**src/pkg/cgd_defs.svh**
```systemverilog
`ifndef CGD_DEFS_SVH
`define CGD_DEFS_SVH
// ----------------------------------------
// Register select codes and reset values
// ----------------------------------------
`define CGD_SEL_FIELD_GAIN 1'b0
`define CGD_SEL_EXP_SIGN 1'b1
`define CGD_FIELD_GAIN_RST 8'h00
`define CGD_EXP_SIGN_RST 8'h00
// ----------------------------------------
// Field positions, first register
// ----------------------------------------
`define CGD_AUTO_BIT 0
`define CGD_COARSE_LSB 1
`define CGD_FIELD_LSB 4
`define CGD_GAIN_LSB 6
// ----------------------------------------
// Field positions, second register
// ----------------------------------------
`define CGD_EXPDLY_BIT 0
`define CGD_SHIFT_BIT 1
`define CGD_LSDLY_LSB 2
`define CGD_SIGNED_BIT 4
`define CGD_FINE_LSB 5
// ----------------------------------------
// Timing counts in pixel clocks; sum shift in bits
// ----------------------------------------
`define CGD_MARKER_BASE 7'h1d
`define CGD_COARSE_STEP 8
`define CGD_EXP_DELAY 4
`define CGD_LS_STEP 4
`define CGD_LS_MAX 12
`define CGD_SUM_SHIFT 8
`endif

```
**src/pkg/cgd_pkg.sv**
```systemverilog
package cgd_pkg;
    typedef enum logic [1:0] {
        CGD_GAIN_BYPASS = 2'b00,
        CGD_GAIN_NORMAL = 2'b01,
        CGD_GAIN_SAT = 2'b10,
        CGD_GAIN_CLAMP = 2'b11
    } cgd_gain_e;
    typedef enum logic {
        CGD_MK_IDLE = 1'b0,
        CGD_MK_COUNT = 1'b1
    } cgd_mk_state_e;
    typedef logic [31:0] cgd_word_t;
endpackage

```
**src/pkg/cgd_stream_if.sv**
```systemverilog
`timescale 1ns/1ps
`default_nettype none
interface cgd_stream_if #(
    parameter int W = 32
);
    logic valid;
    logic ready;
    logic [W-1:0] data;
    modport src (output valid, output data, input ready);
    modport snk (input valid, input data, output ready);
endinterface
`default_nettype wire

```
**src/logic/cgd_buf2.sv**
```systemverilog
`timescale 1ns/1ps
`default_nettype none
// ----------------------------------------
// Two-entry buffer; full ready, no bubble
// ----------------------------------------
module cgd_buf2 #(
    parameter int W = 32
) (
    input wire logic ref_clk,
    input wire logic rst_n,
    cgd_stream_if.snk in_s,
    cgd_stream_if.src out_s
);
    logic [W-1:0] mem_q [2];
    logic [W-1:0] mem_d [2];
    logic [1:0] cnt_q, cnt_d;
    logic rd_q, rd_d;
    logic wr_q, wr_d;
    logic push, pop;

    assign in_s.ready = (cnt_q != 2'd2);
    assign out_s.valid = (cnt_q != 2'd0);
    assign out_s.data = mem_q[rd_q];
    assign push = in_s.valid && in_s.ready;
    assign pop = out_s.valid && out_s.ready;

    always_comb begin
        mem_d = mem_q;
        cnt_d = cnt_q;
        rd_d = rd_q;
        wr_d = wr_q;
        if (push) begin
            mem_d[wr_q] = in_s.data;
            wr_d = ~wr_q;
        end
        if (pop) begin
            rd_d = ~rd_q;
        end
        if (push && !pop) begin
            cnt_d = cnt_q + 2'd1;
        end else if (pop && !push) begin
            cnt_d = cnt_q - 2'd1;
        end
    end

    always_ff @(posedge ref_clk) begin
        if (!rst_n) begin
            mem_q[0] <= '0;
            mem_q[1] <= '0;
            cnt_q <= 2'd0;
            rd_q <= 1'b0;
            wr_q <= 1'b0;
        end else begin
            mem_q <= mem_d;
            cnt_q <= cnt_d;
            rd_q <= rd_d;
            wr_q <= wr_d;
        end
    end
endmodule
`default_nettype wire

```
**src/logic/cgd_output_cfg.sv**
```systemverilog
`timescale 1ns/1ps
`default_nettype none
`include "cgd_defs.svh"
module cgd_output_cfg #(
    parameter int PIX_W = 16
) (
    input wire logic ref_clk,
    input wire logic rst_n,
    input wire logic cfg_wr_en,
    input wire logic cfg_wr_sel,
    input wire logic [7:0] cfg_wr_data,
    output logic [7:0] field_gain_marker_coarse_config,
    output logic [7:0] expansion_delay_sign_config,
    input wire logic line_sync_in,
    output logic delayed_line_marker_out,
    input wire logic sum_valid,
    output logic sum_ready,
    input wire cgd_pkg::cgd_word_t sum_data,
    input wire logic [15:0] cascade_sum_bus,
    output logic res_valid,
    input wire logic res_ready,
    output cgd_pkg::cgd_word_t res_data,
    output logic out_mux_allowed,
    input wire logic [PIX_W-1:0] pix_a_in,
    input wire logic [PIX_W-1:0] pix_b_in,
    output logic [PIX_W:0] pix_a_store,
    output logic [PIX_W:0] pix_b_store
);
    import cgd_pkg::*;

    // ----------------------------------------
    // Configuration registers
    // ----------------------------------------
    logic [7:0] cfg_c_q, cfg_c_d, cfg_d_q, cfg_d_d;
    logic auto_sel, exp_dly, sum_shift, pix_signed;
    logic [2:0] coarse, fine;
    logic [1:0] man_sel, ls_code;
    cgd_gain_e gain_mode;

    assign auto_sel = cfg_c_q[`CGD_AUTO_BIT];
    assign coarse = cfg_c_q[`CGD_COARSE_LSB +: 3];
    assign man_sel = cfg_c_q[`CGD_FIELD_LSB +: 2];
    assign gain_mode = cgd_gain_e'(cfg_c_q[`CGD_GAIN_LSB +: 2]);
    assign exp_dly = cfg_d_q[`CGD_EXPDLY_BIT];
    assign sum_shift = cfg_d_q[`CGD_SHIFT_BIT];
    assign ls_code = cfg_d_q[`CGD_LSDLY_LSB +: 2];
    assign pix_signed = cfg_d_q[`CGD_SIGNED_BIT];
    assign fine = cfg_d_q[`CGD_FINE_LSB +: 3];
    assign field_gain_marker_coarse_config = cfg_c_q;
    assign expansion_delay_sign_config = cfg_d_q;

    always_comb begin
        cfg_c_d = cfg_c_q;
        cfg_d_d = cfg_d_q;
        if (cfg_wr_en && cfg_wr_sel == `CGD_SEL_FIELD_GAIN) begin
            cfg_c_d = cfg_wr_data;
        end
        if (cfg_wr_en && cfg_wr_sel == `CGD_SEL_EXP_SIGN) begin
            cfg_d_d = cfg_wr_data;
        end
    end

    always_ff @(posedge ref_clk) begin
        if (!rst_n) begin
            cfg_c_q <= `CGD_FIELD_GAIN_RST;
            cfg_d_q <= `CGD_EXP_SIGN_RST;
        end else begin
            cfg_c_q <= cfg_c_d;
            cfg_d_q <= cfg_d_d;
        end
    end

    // ----------------------------------------
    // Line sync synchroniser and marker delay
    // ----------------------------------------
    logic sy1_q, sy2_q, sy3_q, sync_lvl_q, sync_lvl_d;
    logic sync_rise;
    cgd_mk_state_e mk_q, mk_d;
    logic [6:0] mk_cnt_q, mk_cnt_d;
    logic mk_out_q, mk_out_d;

    function automatic logic [6:0] marker_target(input logic [2:0] c, input logic [2:0] f);
        marker_target = `CGD_MARKER_BASE + 7'(c) * 7'(`CGD_COARSE_STEP) + 7'(f);
    endfunction

    // A change counts only once the second and third stages agree
    always_comb begin
        sync_lvl_d = sync_lvl_q;
        if (sy2_q == sy3_q) begin
            sync_lvl_d = sy3_q;
        end
    end
    assign sync_rise = sync_lvl_d && !sync_lvl_q;

    always_comb begin
        mk_d = mk_q;
        mk_cnt_d = mk_cnt_q;
        mk_out_d = 1'b0;
        unique case (mk_q)
            CGD_MK_IDLE: begin
                if (sync_rise) begin
                    mk_d = CGD_MK_COUNT;
                    mk_cnt_d = 7'd1;
                end
            end
            CGD_MK_COUNT: begin
                if (sync_rise) begin
                    mk_cnt_d = 7'd1;
                end else if (mk_cnt_q == marker_target(coarse, fine) - 7'd1) begin
                    mk_out_d = 1'b1;
                    mk_d = CGD_MK_IDLE;
                end else begin
                    mk_cnt_d = mk_cnt_q + 7'd1;
                end
            end
        endcase
    end

    always_ff @(posedge ref_clk) begin
        if (!rst_n) begin
            sy1_q <= 1'b0;
            sy2_q <= 1'b0;
            sy3_q <= 1'b0;
            sync_lvl_q <= 1'b0;
            mk_q <= CGD_MK_IDLE;
            mk_cnt_q <= 7'd0;
            mk_out_q <= 1'b0;
        end else begin
            sy1_q <= line_sync_in;
            sy2_q <= sy1_q;
            sy3_q <= sy2_q;
            sync_lvl_q <= sync_lvl_d;
            mk_q <= mk_d;
            mk_cnt_q <= mk_cnt_d;
            mk_out_q <= mk_out_d;
        end
    end
    assign delayed_line_marker_out = mk_out_q;

    // ----------------------------------------
    // Pixel delay ahead of the line stores
    // ----------------------------------------
    logic [PIX_W-1:0] pa_q [`CGD_LS_MAX], pa_d [`CGD_LS_MAX];
    logic [PIX_W-1:0] pb_q [`CGD_LS_MAX], pb_d [`CGD_LS_MAX];
    logic [PIX_W:0] psa_q, psa_d, psb_q, psb_d;

    function automatic logic [PIX_W:0] pix_ext(input logic [PIX_W-1:0] p, input logic s);
        pix_ext = {s & p[PIX_W-1], p};
    endfunction

    always_comb begin
        pa_d[0] = pix_a_in;
        pb_d[0] = pix_b_in;
        for (int i = 1; i < `CGD_LS_MAX; i++) begin
            pa_d[i] = pa_q[i-1];
            pb_d[i] = pb_q[i-1];
        end
        // Same tap for both sets keeps them aligned
        if (ls_code == 2'b00) begin
            psa_d = pix_ext(pix_a_in, pix_signed);
            psb_d = pix_ext(pix_b_in, pix_signed);
        end else begin
            psa_d = pix_ext(pa_q[4*ls_code-1], pix_signed);
            psb_d = pix_ext(pb_q[4*ls_code-1], pix_signed);
        end
    end

    // Pipeline stages carry no reset: plain data, zero cost in reset fan-out
    always_ff @(posedge ref_clk) begin
        pa_q <= pa_d;
        pb_q <= pb_d;
    end

    always_ff @(posedge ref_clk) begin
        if (!rst_n) begin
            psa_q <= '0;
            psb_q <= '0;
        end else begin
            psa_q <= psa_d;
            psb_q <= psb_d;
        end
    end
    assign pix_a_store = psa_q;
    assign pix_b_store = psb_q;

    // ----------------------------------------
    // Expansion add, field select, gain stage
    // ----------------------------------------
    logic [15:0] xd_q [`CGD_EXP_DELAY], xd_d [`CGD_EXP_DELAY];
    logic [15:0] x_use;
    logic signed [31:0] total;
    logic [1:0] fsel;
    logic signed [19:0] fld;
    cgd_word_t gain_out;

    function automatic logic [1:0] auto_field(input logic [31:0] v);
        if (v[31:19] == {13{v[31]}}) begin
            auto_field = 2'd3;
        end else if (v[31:23] == {9{v[31]}}) begin
            auto_field = 2'd2;
        end else if (v[31:27] == {5{v[31]}}) begin
            auto_field = 2'd1;
        end else begin
            auto_field = 2'd0;
        end
    endfunction

    always_comb begin
        xd_d[0] = cascade_sum_bus;
        for (int i = 1; i < `CGD_EXP_DELAY; i++) begin
            xd_d[i] = xd_q[i-1];
        end
    end

    always_ff @(posedge ref_clk) begin
        xd_q <= xd_d;
    end

    assign x_use = exp_dly ? xd_q[`CGD_EXP_DELAY-1] : cascade_sum_bus;
    // Expansion word follows the pixel signedness
    assign total = (sum_shift ? (sum_data << `CGD_SUM_SHIFT) : sum_data)
                   + {{16{pix_signed & x_use[15]}}, x_use};
    assign fsel = auto_sel ? auto_field(total) : man_sel;
    assign fld = 20'(total >>> (12 - 4 * fsel));

    always_comb begin
        gain_out = total;
        unique case (gain_mode)
            CGD_GAIN_BYPASS: gain_out = total;
            CGD_GAIN_NORMAL: gain_out = cgd_word_t'(fld);
            CGD_GAIN_SAT: begin
                if (fld > 20'sh07fff) begin
                    gain_out = 32'h0000_7fff;
                end else if (fld < -20'sh08000) begin
                    gain_out = 32'hffff_8000;
                end else begin
                    gain_out = cgd_word_t'(fld);
                end
            end
            CGD_GAIN_CLAMP: begin
                if (fld < 0) begin
                    gain_out = 32'h0000_0000;
                end else if (fld > 20'sh07fff) begin
                    gain_out = 32'h0000_7fff;
                end else begin
                    gain_out = cgd_word_t'(fld);
                end
            end
        endcase
    end

    // Only an intermediate device in bypass may multiplex its output
    assign out_mux_allowed = (gain_mode == CGD_GAIN_BYPASS);

    // ----------------------------------------
    // Result buffer
    // ----------------------------------------
    cgd_stream_if #(.W(32)) in_if ();
    cgd_stream_if #(.W(32)) out_if ();

    assign in_if.valid = sum_valid;
    assign in_if.data = gain_out;
    assign sum_ready = in_if.ready;
    assign res_valid = out_if.valid;
    assign res_data = out_if.data;
    assign out_if.ready = res_ready;

    cgd_buf2 #(.W(32)) u_buf (
        .ref_clk(ref_clk),
        .rst_n(rst_n),
        .in_s(in_if.snk),
        .out_s(out_if.src)
    );
endmodule
`default_nettype wire

```
**config.mk**
```make
export PLATFORM = sky130hd
export DESIGN_NAME = cgd_output_cfg
export DESIGN_NICKNAME = d
export VERILOG_FILES = /design/src/pkg/cgd_pkg.sv /design/src/pkg/cgd_stream_if.sv /design/src/logic/cgd_buf2.sv /design/src/logic/cgd_output_cfg.sv
export VERILOG_INCLUDE_DIRS = /design/src /design/src/pkg
export SDC_FILE = /design/constraint.sdc
export NUM_CORES = 1
export LEC_CHECK = 0
export BUFFER_PORTS_ARGS = -buffer_cell sky130_fd_sc_hd__clkbuf_2
export CAP_MARGIN = 10
export CORE_AREA = 4 4 180 182
export DETAILED_ROUTE_END_ITERATION = 10
export DIE_AREA = 0 0 184 186
export PLACE_DENSITY = 0.91
export RECOVER_POWER = 25
export SLEW_MARGIN = 25
export SYNTH_ARGS = -nofsm -noshare
export SYNTH_HDL_FRONTEND = slang
export SYNTH_HIERARCHICAL = 1
export SYNTH_SLANG_ARGS = --single-unit
```
**constraint.sdc**
```tcl
create_clock -name ref_clk -period 16.5 [get_ports ref_clk]
set_input_delay 0.825 -clock ref_clk [delete_from_list [all_inputs] [get_ports ref_clk]]
set_output_delay 0.825 -clock ref_clk [all_outputs]
set_load 0.02 [all_outputs]
```
==> key figures <==
Status
  – Status: completed

Routing
  – Drt drc: 0
  – Routed length per instance: 19.55 microns
  – DR vias/cell: 5.653
  – DRT Pass-1 Iters: 5
  – DRT antenna net count: 0
  – Final wirelength: 44,700 microns
  – Initial drt markers: just over 1,000
  – Via count: 12,922

Finish
  – NumNets Final: 1,972
  – Area Overhead vs Synth: 14.35%
  – Layout cells sized above 1: between 20% and 30%
  – Fin cells: around 2,300
  – Area of the multi-input gates: 6974 sq um
  – Commonest cells after routing, fill and taps aside: dfxtp_1 (578), nand2_1 (186), clkbuf_2 (179)
  – Filler Cells Inserted: slightly below 2,000
  – Fin area: between 20,000 and 25,000 sq um
  – Area occupied by registers: 11,590 sq um
  – Commonest non-fill, non-tap cell in the layout: dfxtp_1

Clock network
  – CTS root buffer: clkbuf_16
  – # clock sinks: 579
  – CTS tree: done
  – Post_cts resized: 0
  – H-tree levels: 2
  – Clock Pin Slew Worst Setup and Hold Paths: roughly 0.070 ns
  – Clk Latency, worst-skew pair: 0.58 ns
  – Hold Buf Count CTS: 0
  – CTS Buf Count: 51
  – Setup Buffers After CTS: 0
  – CTS Buffer Depth: 3

Power and ir drop
  – Peak supply drop: 0.1081 mV
  – Pwr/cell area: 145.8 nW/um^2
  – Total power: 0.003197 W
  – Leakage: roughly 9.4 nW

GRT
  – Initial antenna violation count: 1
  – GRT overflow: 0
  – Largest net degree at the start of global routing: 99
  – Grt met2 use: 42.83%
  – M3 GR Usage: under 10%
  – First-pass GRT wire length: 70,530 microns
  – GRT Util Overall: roughly 26%
  – Layer with the highest usage: met2
  – Vias in the first global route: 13,304
  – Met1 usage: approximately a third

Synthesis
  – Syn nets: 1,816
  – Synth Instances: between 1,500 and 2,000
  – Synth area leader: dfxtp_1
  – Post-Syn Area: roughly 19,000 sq um
  – Avg Synthesized Cell Area: 11.33 sq um
  – Synth area leaders: dfxtp_1 (60%), mux2i_1 (6.9%), mux2_2 (4.7%), nand2_1 (3.6%), ha_1 (1.8%)
  – Post-synth cell types: 78
  – Post-synthesis sequential area ratio: between 60% and 70%
  – EDFF count, synth: 0
  – Synthesis Warnings: 6
  – Top cell type's share of synthesized area: 60.44%
  – Post-synthesis register bit count: 579
  – Top FF cell, synth: dfxtp_1
  – Synth async-reset ratio: 0%

STA
  – Final Hold Viols: 0
  – RSZ-0062 raised after global routing: false
  – Fin crit share: 47.94%
  – Worst slew pin tran: 1.067 ns
  – Worst rel slew slack: between 20% and 30%
  – FMAX: 0.1264 GHz
  – Final setup vio count: 0
  – PnR worst setup slack: 8.590 ns
  – Max Slew Vio Count: 0
  – Clock Skews: between 0.03 and 0.04 ns
  – Setup TNS: 0 ns
  – Min Tclk post-route: 7.910 ns

Critical path
  – CP arrival: 8.34 ns
  – Peak fanout along the critical path: 25
  – Crit path largest cell delay: 0.86 ns
  – Worst setup EP type: register
  – Setup CP Type: reg2reg
  – Setup crit start kind: register
  – Most used cell, CP: a21o_1
  – CP max-delay cell: a21o_1
  – Worst EP required: approximately 17 ns

Floorplan
  – Core Rows: 64
  – Initial Utilization: 62.69%
  – I/O Pins: roughly 180
  – Die width: 184 microns
  – Die ar.: 34,220 sq um
  – Core area: 30,590 sq um
  – Die Span Y: 186 microns

Placement
  – Placed Instances: around 2,200
  – HPWL Detailed: 29,260 microns
  – Port bufs: 180
  – Placed Area: 20,180 sq um
  – Placer congestion estimate: 0.9342
  – Pre-CTS WS: about 8.3 ns

Run
  – Max-Cap Viols: 0

Min path
  – Hold Path Class: reg2reg
[final cells by class]
cell class	instances	area share [%]
Tap cell	396	2.260
Timing Repair Buffer	191	4.496
Inverter	36	0.6162
Sequential cell	579	52.86
Antenna cell	1	0.01141
Multi-Input combinational cell	989	31.80
Clock inverter	22	1.312
Clock buffer	72	6.636
[state kept, by name (all words and copies together), names as in the netlist]
register                         count
delayed_line_marker_out              1
expansion_delay_sign_config          8
field_gain_marker_coarse_config      8
mk_cnt_q                             7
mk_q                                 1
pa_d                               176
pa_q                                16
pb_d                               176
pb_q                                16
pix_a_store                         17
pix_b_store                         17
sy1_q                                1
sy2_q                                1
sy3_q                                1
sync_lvl_q                           1
u_buf/cnt_q                          2
u_buf/mem_q                         64
u_buf/rd_q                           1
u_buf/wr_q                           1
xd_d                                48
xd_q                                16
[final timing paths]
path / from / end / slack, ns / depth (start not counted)
worst min register to register: pb_d[81] / pb_d[65] / 0.31 / 0
worst min-delay path: pb_d[81] / pb_d[65] / 0.31 / 0
worst max-delay path: expansion_delay_sign_config[0] / u_buf/mem_q[33] / 8.59 / 25
worst max register to register: expansion_delay_sign_config[0] / u_buf/mem_q[33] / 8.59 / 25
[worst max-delay path, delay by kind of cell (launching register included)]
family	cells	cell delay, ns
muxes	4	1.10
adders and majority gates	3	1.11
DFF	1	0.47
and+or+nand+nor	5	1.00
buffers and inverters	3	0.45
AOI/OAI and AO/OA	10	3.62
[logic make-up after synthesis]
kind of cell | Yosys count | synth area share, %
compound gates | 260 | 8.919
mux | 217 | 12.10
simple gates | 432 | 10.92
xor+xnor | 49 | 2.238
buf+inv | 124 | 3.341
flops | 579 | 60.44
fa+ha+maj | 31 | 2.042
[cells in the mapped netlist, drive strengths merged (3+ instances only)]
cell type	count
o211ai	26
o22ai	11
dfxtp	579
a211oi	3
nand3	26
nor4	4
or3	7
xor2	11
a21boi	12
nor2b	25
o21ai	66
a22oi	4
a31oi	7
o31ai	4
o21a	4
o311a	16
nor3b	9
o211a	4
mux2i	134
and4	3
a21oi	69
nand3b	5
clkbuf	57
o311ai	3
nand4	12
a21o	10
mux2	82
nor3	4
nand2	187
nand2b	9
ha	28
buf	31
and2	46
xnor2	38
or2	6
inv	35
a311oi	3
nor2	69
and3	15
o2111ai	3
[through the flow]
step           util (%)  hold WS [ns]
5_1_grt           71.69        0.3016
2_1_floorplan         -        0.3096
6_report          71.69        0.3063
3_5_place_dp      65.97        0.3121
4_1_cts           71.67        0.3006
3_3_place_gp      65.94        0.3096
[per-layer routing]
| layer | share of wire (%) | vias to the layer above | wire, microns |
|---|---|---|---|
| met2 | 48 | 478 | 21460 |
| met4 | 2.2 | 0 | 993 |
| met5 | 0 | - | 0 |
| li1 | - | 6138 | - |
| met1 | 44 | 6221 | 19570 |
| met3 | 6.0 | 85 | 2667 |
[report_power, final]
part | leakage (nW) | total, W | switching, W | internal (W)
clock network | 0.846 | 0.00121 | 0.000524 | 0.000687
registers | 4.85 | 0.00153 | 0.0000404 | 0.00149
logic | 3.67 | 0.000453 | 0.000272 | 0.000181
Power figures use the tool's default switching activity.
